### src/rtl/nvm_ctrl_pkg.sv
// Shared constants and carrier types for the self-write memory control block.
// Assumes a 50 MHz core clock and a 32-bit classic Wishbone register slave.
package nvm_ctrl_pkg;

   // Register byte offsets on the Wishbone slave.
   localparam logic [7:0] OFF_CTRL = 8'h00;
   localparam logic [7:0] OFF_UNLOCK = 8'h04;
   localparam logic [7:0] OFF_LATCH = 8'h08;
   localparam logic [7:0] OFF_PTR_U = 8'h0C;
   localparam logic [7:0] OFF_PTR_H = 8'h10;
   localparam logic [7:0] OFF_PTR_L = 8'h14;
   localparam logic [7:0] OFF_DONE = 8'h18;
   localparam logic [7:0] OFF_TBL_OP = 8'h1C;
   localparam logic [7:0] OFF_EE_ADDR = 8'h20;
   localparam logic [7:0] OFF_EE_DATA = 8'h24;

   // Control register field positions.
   localparam int B_MEMSEL = 7;
   localparam int B_CFGSEL = 6;
   localparam int B_ERASE = 4;
   localparam int B_WERR = 3;
   localparam int B_WRITE_PERMIT = 2;
   localparam int B_WR = 1;
   localparam int B_RD = 0;

   // Table operation register field positions.
   localparam int B_TBL_STORE = 2;
   localparam int B_TBL_MODE = 0;

   // Unlock sequence bytes and tracker states.
   localparam logic [7:0] UNLOCK_KEY1 = 8'h55;
   localparam logic [7:0] UNLOCK_KEY2 = 8'hAA;
   localparam logic [1:0] UNL_IDLE = 2'h0;
   localparam logic [1:0] UNL_HALF = 2'h1;
   localparam logic [1:0] UNL_OPEN = 2'h3;

   // Pointer geometry.
   localparam int PTR_W = 22;
   localparam int PTR_LOW_W = 21;
   localparam int UPPER_W = 6;
   localparam int HOLD_IDX_W = 3;
   localparam int ERASE_LSB = 6;

   // Programming timer: time in microseconds, cycles derived from the clock rate.
   localparam int PROG_TIME_US = 2000;
   localparam int CLK_FREQ_MHZ = 50;
   localparam int CNT_W = 17;
   localparam logic [CNT_W-1:0] PROG_CYCLES_DEF = CNT_W'(PROG_TIME_US * CLK_FREQ_MHZ);

   // Pointer update modes of a table instruction.
   typedef enum logic [1:0] {
      PTR_KEEP = 2'h0,
      PTR_POST_INC = 2'h1,
      PTR_POST_DEC = 2'h2,
      PTR_PRE_INC = 2'h3
   } ptr_mode_t;

   // Space addressed by an access.
   typedef enum logic [1:0] {
      SPACE_EEPROM = 2'h0,
      SPACE_FLASH = 2'h1,
      SPACE_CONFIG = 2'h2
   } space_t;

   // Command bundle toward the nonvolatile arrays.
   typedef struct packed {
      logic prog_start;
      logic erase_start;
      logic ee_read;
      logic abort;
      space_t space;
      logic [PTR_W-1:0] addr;
      logic [63:0] wdata;
   } nv_cmd_t;

endpackage : nvm_ctrl_pkg

### src/rtl/tbl_ptr_step.sv
// Pointer arithmetic for table fetch and store instructions.
// Assumes the caller registers both results; this leaf holds no state.
`timescale 1ns/10ps
module tbl_ptr_step (
   input wire logic [nvm_ctrl_pkg::PTR_W-1:0] ptr_i,
   input wire nvm_ctrl_pkg::ptr_mode_t mode_i,
   output logic [nvm_ctrl_pkg::PTR_W-1:0] access_o,
   output logic [nvm_ctrl_pkg::PTR_W-1:0] next_o
);

   logic [nvm_ctrl_pkg::PTR_LOW_W-1:0] low_inc;
   logic [nvm_ctrl_pkg::PTR_LOW_W-1:0] low_dec;
   logic top_bit;

   // Only the low bits wrap; the space bit rides along untouched.
   always_comb begin
      top_bit = ptr_i[nvm_ctrl_pkg::PTR_W-1];
      low_inc = ptr_i[nvm_ctrl_pkg::PTR_LOW_W-1:0] + 1'b1;
      low_dec = ptr_i[nvm_ctrl_pkg::PTR_LOW_W-1:0] - 1'b1;
      access_o = ptr_i;
      next_o = ptr_i;
      case (mode_i)
         nvm_ctrl_pkg::PTR_KEEP: begin
            next_o = ptr_i;
         end
         nvm_ctrl_pkg::PTR_POST_INC: begin
            next_o = {top_bit, low_inc};
         end
         nvm_ctrl_pkg::PTR_POST_DEC: begin
            next_o = {top_bit, low_dec};
         end
         nvm_ctrl_pkg::PTR_PRE_INC: begin
            access_o = {top_bit, low_inc};
            next_o = {top_bit, low_inc};
         end
         default: begin
            next_o = ptr_i;
         end
      endcase
   end

endmodule : tbl_ptr_step

### src/rtl/nvm_access_ctrl.sv
// Self-write memory control: control, unlock, latch and pointer registers,
// table instructions, holding registers and the self-timed programming cycle.
// Assumes a classic Wishbone master on the core clock and arrays that answer
// a word or byte combinationally to the registered command address.
//
// Register access over Wishbone and the register addresses were decided locally.
`timescale 1ns/10ps
module nvm_access_ctrl #(
   parameter logic [nvm_ctrl_pkg::CNT_W-1:0] PROG_CYCLES = nvm_ctrl_pkg::PROG_CYCLES_DEF
) (
   input wire logic clk_i,
   input wire logic rst_i,
   input wire logic wb_cyc_i,
   input wire logic wb_stb_i,
   input wire logic wb_we_i,
   input wire logic [7:0] wb_adr_i,
   input wire logic [3:0] wb_sel_i,
   input wire logic [31:0] wb_dat_i,
   output logic [31:0] wb_dat_o,
   output logic wb_ack_o,
   input wire logic [15:0] flash_word_i,
   input wire logic [7:0] eeprom_byte_i,
   input wire logic master_clear_reset_i,
   input wire logic watchdog_reset_i,
   output nvm_ctrl_pkg::nv_cmd_t nv_cmd_o,
   output logic cpu_stall_o,
   output logic nonvolatile_done_irq_flag_o
);

   // Table instruction sequencer states, Gray along idle, address, data.
   typedef enum logic [1:0] {
      TBL_IDLE = 2'b00,
      TBL_ADDR = 2'b01,
      TBL_DATA = 2'b11
   } tbl_state_t;

   typedef struct packed {
      logic memsel;
      logic cfgsel;
      logic erase_sel;
      logic werr;
      logic write_permit;
      logic wr;
      logic rd;
      logic erasing;
      logic [1:0] unlock;
      logic [7:0] latch;
      logic [nvm_ctrl_pkg::UPPER_W-1:0] ptr_u;
      logic [7:0] ptr_h;
      logic [7:0] ptr_l;
      logic [7:0] ee_addr;
      logic [7:0] ee_data;
      logic done_flag;
      logic [7:0][7:0] hold;
      logic [nvm_ctrl_pkg::CNT_W-1:0] timer;
      tbl_state_t tstate;
      logic tstore;
      nvm_ctrl_pkg::ptr_mode_t tmode;
      logic ack;
      logic [31:0] rdat;
      nvm_ctrl_pkg::nv_cmd_t cmd;
      logic stall;
      logic [1:0] master_clear_reset_sync;
   } state_t;

   state_t q;
   state_t d;
   logic [nvm_ctrl_pkg::PTR_W-1:0] ptr_full;
   logic [nvm_ctrl_pkg::PTR_W-1:0] ptr_access;
   logic [nvm_ctrl_pkg::PTR_W-1:0] ptr_next;
   logic accept;
   logic abort_now;
   logic wr_byte;
   logic [7:0] wbyte;
   logic [7:0] ctrl_view;
   nvm_ctrl_pkg::space_t space_sel;

   // Concatenated pointer and the space that the select bits point at.
   assign ptr_full = {q.ptr_u, q.ptr_h, q.ptr_l};
   assign space_sel = q.cfgsel ? nvm_ctrl_pkg::SPACE_CONFIG :
                      (q.memsel ? nvm_ctrl_pkg::SPACE_FLASH : nvm_ctrl_pkg::SPACE_EEPROM);
   assign accept = wb_cyc_i & wb_stb_i & ~q.ack & (q.tstate == TBL_IDLE) & ~q.stall;
   assign abort_now = q.master_clear_reset_sync[1] | watchdog_reset_i;
   assign wr_byte = wb_we_i & wb_sel_i[0];
   assign wbyte = wb_dat_i[7:0];
   assign ctrl_view = {q.memsel, q.cfgsel, 1'b0, q.erase_sel, q.werr, q.write_permit, q.wr, q.rd};

   tbl_ptr_step u_step (
      .ptr_i(ptr_full),
      .mode_i(q.tmode),
      .access_o(ptr_access),
      .next_o(ptr_next)
   );

   // Outputs come straight from state flip-flops.
   assign wb_dat_o = q.rdat;
   assign wb_ack_o = q.ack;
   assign nv_cmd_o = q.cmd;
   assign cpu_stall_o = q.stall;
   assign nonvolatile_done_irq_flag_o = q.done_flag;

   // Next-state logic; later sections take priority over earlier ones.
   always_comb begin
      d = q;
      d.ack = 1'b0;
      d.cmd.prog_start = 1'b0;
      d.cmd.erase_start = 1'b0;
      d.cmd.ee_read = 1'b0;
      d.cmd.abort = 1'b0;
      d.master_clear_reset_sync = {q.master_clear_reset_sync[0], master_clear_reset_i};

      // An EEPROM read lasts one cycle, then the byte lands in the data register.
      if (q.rd) begin
         d.rd = 1'b0;
         d.ee_data = eeprom_byte_i;
      end

      // Table instruction sequencer.
      case (q.tstate)
         TBL_IDLE: begin
            d.tstate = TBL_IDLE;
         end
         TBL_ADDR: begin
            d.cmd.addr = ptr_access;
            d.cmd.space = nvm_ctrl_pkg::SPACE_FLASH;
            {d.ptr_u, d.ptr_h, d.ptr_l} = ptr_next;
            if (q.tstore) begin
               d.hold[ptr_access[nvm_ctrl_pkg::HOLD_IDX_W-1:0]] = q.latch;
            end
            d.tstate = TBL_DATA;
         end
         TBL_DATA: begin
            if (!q.tstore) begin
               d.latch = q.cmd.addr[0] ? flash_word_i[15:8] : flash_word_i[7:0];
            end
            d.ack = 1'b1;
            d.tstate = TBL_IDLE;
         end
         default: begin
            d.tstate = TBL_IDLE;
         end
      endcase

      // Register slave: reads are captured, writes take effect when acknowledged.
      if (accept) begin
         d.ack = 1'b1;
         d.rdat = 32'h0000_0000;
         case (wb_adr_i)
            nvm_ctrl_pkg::OFF_CTRL: begin
               d.rdat[7:0] = ctrl_view;
               if (wr_byte) begin
                  d.memsel = wbyte[nvm_ctrl_pkg::B_MEMSEL];
                  d.cfgsel = wbyte[nvm_ctrl_pkg::B_CFGSEL];
                  d.erase_sel = wbyte[nvm_ctrl_pkg::B_ERASE];
                  d.werr = wbyte[nvm_ctrl_pkg::B_WERR];
                  d.write_permit = wbyte[nvm_ctrl_pkg::B_WRITE_PERMIT];
                  if (wbyte[nvm_ctrl_pkg::B_RD] && !wbyte[nvm_ctrl_pkg::B_MEMSEL]
                      && !q.wr) begin
                     d.rd = 1'b1;
                     d.cmd.ee_read = 1'b1;
                     d.cmd.space = wbyte[nvm_ctrl_pkg::B_CFGSEL] ?
                                   nvm_ctrl_pkg::SPACE_CONFIG : nvm_ctrl_pkg::SPACE_EEPROM;
                     d.cmd.addr = {14'h0000, q.ee_addr};
                  end
                  if (wbyte[nvm_ctrl_pkg::B_WR] && !q.wr) begin
                     d.unlock = nvm_ctrl_pkg::UNL_IDLE;
                     if (q.write_permit && q.unlock == nvm_ctrl_pkg::UNL_OPEN) begin
                        d.wr = 1'b1;
                        d.timer = PROG_CYCLES;
                        d.cmd.space = wbyte[nvm_ctrl_pkg::B_CFGSEL] ?
                                      nvm_ctrl_pkg::SPACE_CONFIG :
                                      (wbyte[nvm_ctrl_pkg::B_MEMSEL] ?
                                       nvm_ctrl_pkg::SPACE_FLASH : nvm_ctrl_pkg::SPACE_EEPROM);
                        if (wbyte[nvm_ctrl_pkg::B_MEMSEL] || wbyte[nvm_ctrl_pkg::B_CFGSEL]) begin
                           d.stall = 1'b1;
                           if (wbyte[nvm_ctrl_pkg::B_ERASE]) begin
                              d.erasing = 1'b1;
                              d.cmd.erase_start = 1'b1;
                              d.cmd.addr = {ptr_full[nvm_ctrl_pkg::PTR_W-1:nvm_ctrl_pkg::ERASE_LSB],
                                            6'h00};
                           end else begin
                              d.cmd.prog_start = 1'b1;
                              d.cmd.addr = {ptr_full[nvm_ctrl_pkg::PTR_W-1:nvm_ctrl_pkg::HOLD_IDX_W],
                                            3'h0};
                              d.cmd.wdata = q.hold;
                           end
                        end else begin
                           d.cmd.prog_start = 1'b1;
                           d.cmd.addr = {14'h0000, q.ee_addr};
                           d.cmd.wdata = {56'h0, q.ee_data};
                        end
                     end
                  end
               end
            end
            nvm_ctrl_pkg::OFF_UNLOCK: begin
               d.rdat = 32'h0000_0000;
               if (wr_byte) begin
                  if (wbyte == nvm_ctrl_pkg::UNLOCK_KEY1) begin
                     d.unlock = nvm_ctrl_pkg::UNL_HALF;
                  end else if (wbyte == nvm_ctrl_pkg::UNLOCK_KEY2 &&
                               q.unlock == nvm_ctrl_pkg::UNL_HALF) begin
                     d.unlock = nvm_ctrl_pkg::UNL_OPEN;
                  end else begin
                     d.unlock = nvm_ctrl_pkg::UNL_IDLE;
                  end
               end
            end
            nvm_ctrl_pkg::OFF_LATCH: begin
               d.rdat[7:0] = q.latch;
               if (wr_byte) begin
                  d.latch = wbyte;
               end
            end
            nvm_ctrl_pkg::OFF_PTR_U: begin
               d.rdat[nvm_ctrl_pkg::UPPER_W-1:0] = q.ptr_u;
               if (wr_byte) begin
                  d.ptr_u = wbyte[nvm_ctrl_pkg::UPPER_W-1:0];
               end
            end
            nvm_ctrl_pkg::OFF_PTR_H: begin
               d.rdat[7:0] = q.ptr_h;
               if (wr_byte) begin
                  d.ptr_h = wbyte;
               end
            end
            nvm_ctrl_pkg::OFF_PTR_L: begin
               d.rdat[7:0] = q.ptr_l;
               if (wr_byte) begin
                  d.ptr_l = wbyte;
               end
            end
            nvm_ctrl_pkg::OFF_DONE: begin
               d.rdat[0] = q.done_flag;
               if (wr_byte && !wbyte[0]) begin
                  d.done_flag = 1'b0;
               end
            end
            nvm_ctrl_pkg::OFF_TBL_OP: begin
               d.rdat[2:0] = {q.tstore, q.tmode};
               if (wr_byte) begin
                  d.ack = 1'b0;
                  d.tstore = wbyte[nvm_ctrl_pkg::B_TBL_STORE];
                  d.tmode = nvm_ctrl_pkg::ptr_mode_t'(wbyte[nvm_ctrl_pkg::B_TBL_MODE +: 2]);
                  d.tstate = TBL_ADDR;
               end
            end
            nvm_ctrl_pkg::OFF_EE_ADDR: begin
               d.rdat[7:0] = q.ee_addr;
               if (wr_byte) begin
                  d.ee_addr = wbyte;
               end
            end
            nvm_ctrl_pkg::OFF_EE_DATA: begin
               d.rdat[7:0] = q.ee_data;
               if (wr_byte) begin
                  d.ee_data = wbyte;
               end
            end
            default: begin
               d.rdat = 32'h0000_0000;
            end
         endcase
      end

      // Self-timed cycle; completion sets the done flag after any clear above.
      if (q.wr) begin
         if (q.timer <= 1) begin
            d.wr = 1'b0;
            d.werr = 1'b0;
            d.stall = 1'b0;
            d.done_flag = 1'b1;
            d.erasing = 1'b0;
            if (q.erasing) begin
               d.erase_sel = 1'b0;
            end
         end else begin
            d.timer = q.timer - 1'b1;
         end
      end

      // Master clear or watchdog reset: abort any cycle, keep the space selects.
      if (abort_now) begin
         if (q.wr) begin
            d.werr = 1'b1;
            d.cmd.abort = 1'b1;
         end
         d.memsel = q.memsel;
         d.cfgsel = q.cfgsel;
         d.wr = 1'b0;
         d.rd = 1'b0;
         d.erase_sel = 1'b0;
         d.write_permit = 1'b0;
         d.erasing = 1'b0;
         d.stall = 1'b0;
         d.timer = '0;
         d.unlock = nvm_ctrl_pkg::UNL_IDLE;
         d.ee_addr = 8'h00;
         d.ee_data = 8'h00;
      end
   end

   // State register with synchronous reset.
   always_ff @(posedge clk_i) begin
      if (rst_i) begin
         q <= '0;
      end else begin
         q <= d;
      end
   end
endmodule : nvm_access_ctrl

### config.mk
export PLATFORM = sky130hd
export DESIGN_NAME = nvm_access_ctrl
export DESIGN_NICKNAME = d
export VERILOG_FILES = /design/src/rtl/nvm_ctrl_pkg.sv /design/src/rtl/tbl_ptr_step.sv /design/src/rtl/nvm_access_ctrl.sv
export SDC_FILE = /design/constraint.sdc
export NUM_CORES = 1
export LEC_CHECK = 0
export ABC_AREA = 1
export BUFFER_PORTS_ARGS = -buffer_cell sky130_fd_sc_hd__buf_4
export CAP_MARGIN = 20
export CORE_MARGIN = 3
export CORE_UTILIZATION = 48
export CTS_CLUSTER_DIAMETER = 40
export DETAILED_ROUTE_END_ITERATION = 10
export GPL_ROUTABILITY_DRIVEN = 0
export GPL_TIMING_DRIVEN = 1
export PLACE_DENSITY = 0.73
export SETUP_SLACK_MARGIN = 0.4
export SYNTH_ARGS = -nofsm -noshare
export SYNTH_HDL_FRONTEND = slang
export SYNTH_HIERARCHICAL = 1
export SYNTH_SLANG_ARGS = --single-unit
export TNS_END_PERCENT = 1
### constraint.sdc
create_clock -name clk_i -period 6.2 [get_ports clk_i]
set_input_delay 0.31 -clock clk_i [delete_from_list [all_inputs] [get_ports clk_i]]
set_output_delay 0.31 -clock clk_i [all_outputs]
set_load 0.1 [all_outputs]
== Word-level counts from Yosys, hierarchy flattened ==
Index checks and enable logic that the tools add are counted.
Storage, ports and cells
  bits in registers: 247
  bits in latches: 0
  bits in writable memories: 0
  memory bits (read-only): 0
  input port bits: 75
  word-level logic and storage cells: 200
  memories: 0
Operators by class
  $add $sub $neg: 3
  $mul: 0
  div/mod/pow operators: 0
  $lt $le $gt $ge: 3
  equality and inequality tests: 22
  shift-type cells: 0
  muxes and demuxes: 89
  bitwise operators: 15
  reductions and logical operators: 29
Operator list (count)
  two-way mux 89 bit: 5
  two-way mux 8 bit: 16
  two-way mux 17 bit: 6
  two-way mux 86 bit: 1
  one-hot mux 22 bit (3 select lines): 1
  bitwise mux 64 bit: 1
  two-way mux 64 bit: 1
  two-way mux 58 bit: 1
  two-way mux 55 bit: 1
  two-way mux 24 bit: 2
  two-way mux 6 bit: 6
  equality test 8 x 5 -> 1 bit, second input constant: 4
  two-way mux 1 bit: 26
  demux 8 bit (select 3 bit): 1
  two-way mux 22 bit: 1
  adder 21 x 1 -> 21 bit, second input constant: 1
  two-way mux 21 bit: 1
  one-hot mux 3 bit (7 select lines): 1
  subtractor 21 x 1 -> 21 bit, second input constant: 1
  two-way mux 2 bit: 10
  less-or-equal comparator 17 x 1 -> 1 bit, second input constant: 1
  subtractor 17 x 1 -> 17 bit, second input constant: 1
  equality test 8 x 4 -> 1 bit, second input constant: 2
  equality test 8 x 6 -> 1 bit, second input constant: 2
  33 further kinds: 68

== Longest topological paths before layout ==
  depth after elaboration: 12
  mapped depth: 14
  depth with buffers taken out: 13

== Hierarchy ==
The synthesis kept the hierarchy.
By module, submodules not included
  nvm_access_ctrl: times used 1, cells an instance 1582, area an instance 11657.4 µm², seq. area each 4944.7 µm²
  tbl_ptr_step: times used 1, cells an instance 344, area an instance 1804.2 µm², seq. area each 0.0 µm²

== Worst setup path before layout ==
Ideal clock, no wire load.
  path kind: register to register
  start point: register q (netlist bit ptr_full[1])
  end point: register q[188] in the netlist's numbering
  library setup time: 0.070 ns
  data arrival time: 2.564 ns
  data required time: 6.130 ns
  setup slack: 3.567 ns
  stages on the path, launching flop included: 11
  buffers on the path: 1
  clock period less this slack: 2.633 ns
  cells stage by stage: dfxtp_1 > ha_1 > xnor2_1 > o21ai_0 > inv_2 > nor3_1 > nand2_1 > inv_1 > buf_2 > o21ai_0 > a21oi_1
On the way
  word-level cells in the longest chain between the ends: 7
Ends and longest elaborated chain
  start: declaration: line nvm_access_ctrl.sv:66  | state_t q;
  start signal: assignment: line nvm_access_ctrl.sv:306  | q <= '0;
  start signal: assignment: line nvm_access_ctrl.sv:308  | q <= d;
  adder 21 x 1 -> 21 bit *: line tbl_ptr_step.sv:18  | low_inc = ptr_i[nvm_ctrl_pkg::PTR_LOW_W-1:0] + 1'b1;
  two-way mux 21 bit *: line tbl_ptr_step.sv:22  | case (mode_i)
  via ptr_access (one bit): line nvm_access_ctrl.sv:69  | logic [nvm_ctrl_pkg::PTR_W-1:0] ptr_access;
  < comparator 3 x 4 -> 1 bit (implied by the code) or >= comparator 3 x 1 -> 1 bit (tied branches): line nvm_access_ctrl.sv:128  | d.hold[ptr_access[nvm_ctrl_pkg::HOLD_IDX_W-1:0]] = q.latch;
  logical AND 1 bit (implied by the code): line nvm_access_ctrl.sv:128
  two-way mux 8 bit (implied by the code): line nvm_access_ctrl.sv:128
  demux 8 bit (select 3 bit) *: line nvm_access_ctrl.sv:128
  bitwise mux 64 bit *: line nvm_access_ctrl.sv:128
Mark *: on every way through the listed nets, which the timed path passes. The rest lies on a longest branch.
A chain may end at the register's enable or synchronous reset.

== Final worst setup path ==
  start point: register q[129] in the netlist's numbering
  end point: register q[177] in the netlist's numbering
On the way
  word-level cells in the longest chain between the ends: 7
Ends and longest elaborated chain (line)
  equality test 2 bit *: tbl_ptr_step.sv:22
  two-way mux 21 bit *: tbl_ptr_step.sv:22
  via ptr_access (one bit): nvm_access_ctrl.sv:69
  < comparator 3 x 4 -> 1 bit (implied by the code) or >= comparator 3 x 1 -> 1 bit (tied branches): nvm_access_ctrl.sv:128
  logical AND 1 bit (implied by the code): nvm_access_ctrl.sv:128
  two-way mux 8 bit (implied by the code): nvm_access_ctrl.sv:128
  demux 8 bit (select 3 bit) *: nvm_access_ctrl.sv:128
  bitwise mux 64 bit *: nvm_access_ctrl.sv:128
Marked as above.

==> results by group <==
Floorplan
  • Die Y: 173 um
  • Die area: 30,100 sq um
  • Starting Density: 49.4%
  • Core Box Area: 27,300 sq um
  • Top Ports: 202
  • Die width: 173 um
  • Row count: 60

Synth
  • Synth area leader: dfxtp_1
  • Cell area after synthesis: 13,500 sq um
  • Post-synth EDFFs: 0
  • Area contributors post-synth: dfxtp_1 (37%), nand2_1 (12%), nand3_1 (8.1%)
  • Yosys reg bits: 247
  • Post-synthesis sequential area ratio: 36.7%
  • Syn. warnings: 6
  • Synthesized instance count: 1,926
  • Yosys cell types: 49
  • Post-synth top flop: dfxtp_1
  • Mean Syn Cell Area: 6.99 sq um
  • Ys async rst share: 0%
  • Yosys top cell area share: 36.7%

Timing
  • Setup TNS: 0 ns
  • Max-slew violations: 0
  • FMAX: 285 MHz
  • Worst-Margin Slew: 1.09 ns
  • Worst rel slew slack: 26.5%
  • Endpoints failing hold: 0
  • RSZ-0062 raised after global routing: false
  • Fin crit share: 56.7%
  • Post-route clock skew: 0.0268 ns
  • Final worst slack: 2.69 ns
  • Endpoints failing setup: 0
  • Minimum clock period: 3.51 ns

Critical path
  • Startpoint types: flip-flop
  • WP data arrival: 3.96 ns
  • Critical-path maximum fanout: 21
  • Crit end category: flip-flop
  • Cell family with most CP delay: compound AO/OA/AOI/OAI gates
  • Crit-path cells: nand2_2 -> o21ai_0 -> inv_1 -> nor4_4 -> o21ai_0 -> a21oi_1
  • Largest stage delay, worst path: 0.96 ns
  • WS Path Type: flip-flop to flip-flop
  • Worst R2R Start: q[129]$_SDFFE_PP0P_
  • Crit-path most repeated cell: o21ai_0
  • Slowest-stage cell, CP: o21ai_0
  • Setup crit start: q[129]$_SDFFE_PP0P_
  • Buf/Inv on CP: 1
  • Worst Path Required: 6.65 ns

Power and ir drop
  • Leak pwr: 0.00658 uW
  • PD cells: 271 nW/um^2
  • Worst vdd ir: 0.157 mV

Worst hold path
  • Hold Crit Start: eeprom_byte_i[3]
  • Hold WC Path Type: input pin to flip-flop

Final layout
  • Layout cell share with drive strength beyond 1: 15.6%
  • Register area: 4940 sq um
  • Area growth from synthesis to layout: 12.4%
  • Fin area: 15,100 sq um
  • Diode count: 0
  • Area of the multi-input gates: 6650 sq um
  • Final #Nets: 2,002
  • Final core utilization: 55.5%
  • Filler cells: 2,574

Clocking
  • CTS Buf Count: 39
  • Post-CTS Resized: 0
  • Sink Count: 247
  • Clock Latency Late Sink: 0.53 ns
  • H-tree depth: 2
  • CTS tree: built
  • Root buf cell: clkbuf_16
  • Clock Tree Buf Depth: 3
  • Worst-path clk slew: 0.06 ns

Job
  • Maximum Capacitance Violations: 0

GRT
  • Global-route wire length before repair: 61,500 um
  • Pin count of the biggest net entering global routing: 113
  • Initial antenna violation count: 0
  • Vias in the first global route: 11,700
  • All-Layer GR Usage: 24.6%
  • GR Overflow Total: 0

Routing
  • Routed Antenna Nets: 0
  • Wire per inst: 16.6 um
  • Final wirelength: 38,500 um
  • DRT Pass-1 Iters: 6
  • Via/cell ratio: 5.53
  • DR iter-0 viols: 1,359
  • Drt drc: 0
  • Vias after detailed routing: 12,900

Placed design
  • Post-DP HPWL: 26,100 um
  • Placed Area: 13,700 sq um
  • Port bufs: 150
  • Setup WS pre-CTS: 2.81 ns

Run status
  • Run status: finished clean
[through the flow]
stage | std cells | hold WS [ns] | total power (uW)
2_1_floorplan | 1949 | 0.388 | 1770
3_3_place_gp | 2253 | 0.391 | 1810
3_5_place_dp | 2253 | 0.402 | 1810
4_1_cts | 2325 | 0.0503 | 4120
5_1_grt | 2325 | 0.0603 | 4220
6_report | 2325 | 0.0638 | 4110
[cells in the final DEF (no fill, tap or decap), types with 20 or more instances in the layout]
cell / n
nor2_1: 130
nor2_2: 20
dfxtp_1: 247
clkbuf_16: 39
conb_1: 24
nand2_1: 438
a21oi_1: 165
nand3_1: 219
nand4_1: 31
o21ai_0: 169
buf_4: 160
o21ai_1: 28
inv_1: 95
[repair_timing]
item | CTS | global route
hold endpoints to repair | 1 | 0
endpoints found under the setup margin | 0 | 0
buffers inserted | 0 | 0
hold buffers | 1 | 0
[registers in the layout (all words and copies together), names as in the netlist]
register and count:
d 1, nv_cmd_o 92, ctrl_view 7, wb_dat_o 8, nonvolatile_done_irq_flag_o 1, wb_ack_o 1
cpu_stall_o 1, ptr_full 22, q 114
[path summary, 6_finish.rpt]
path	end	slack [ns]	cells past startpoint
worst min register to register	q[1]$_SDFF_PP0_	0.40	2
worst max register to register	q[177]$_SDFFE_PP0P_	2.69	6
worst max-delay path	q[177]$_SDFFE_PP0P_	2.69	6
worst min-delay path	q[218]$_SDFF_PP0_	0.06	3
[layout make-up]
type	count	area share [%]
multi-input combinational	1351	43.9
sequential	247	32.7
clock buffer	45	6.73
inverter	123	3.08
clock inverter	26	2.50
timing repair buffer	161	8.00
tap	372	3.07
[cells by family (layout without fill, tap and decap cells)]
family | count (synthesis) | after routing | synth area share [%]
multiplexers | 17 | 17 | 1.26
other | 1 | 24 | 0.0279
buffers and inverters | 351 | 355 | 14.5
adder cells (fa/ha/maj) | 4 | 4 | 0.372
flip-flops | 247 | 247 | 36.7
AND/OR/NAND/NOR | 891 | 891 | 30.4
XOR/XNOR | 26 | 26 | 1.75
AO/OA/AOI/OAI | 389 | 389 | 14.9
[Yosys cell counts, types with 10 or more instances]
cell	instances
o21ai_0	169
nor2_4	12
nand3_1	219
buf_2	32
mux2i_1	17
buf_4	140
xor2_1	16
nor2_2	21
dfxtp_1	247
inv_1	96
nand4_1	31
clkbuf_1	41
o21ai_1	28
nand2_1	438
a21oi_1	165
nand2_2	10
nor2_1	130
clkinv_1	16
[tightest hold or removal path, stage by stage]
cell	delay [ns]
buf_4	0.11
nand2_1	0.05
a31oi_1	0.07
[report_power, final]
group / switching, uW / internal, uW
clock network: 825 / 1500
logic: 156 / 34.0
registers: 1.51 / 1590
[layer usage]
layer,global-route usage [%],vias up,share of wire (%)
met5,0,-,0
met4,8.04,0,3.0
met1,34.7,5865,43
met3,5.10,112,10
li1,-,6226,-
met2,37.6,659,44
Note: power is estimated with default switching activity, not from simulation.
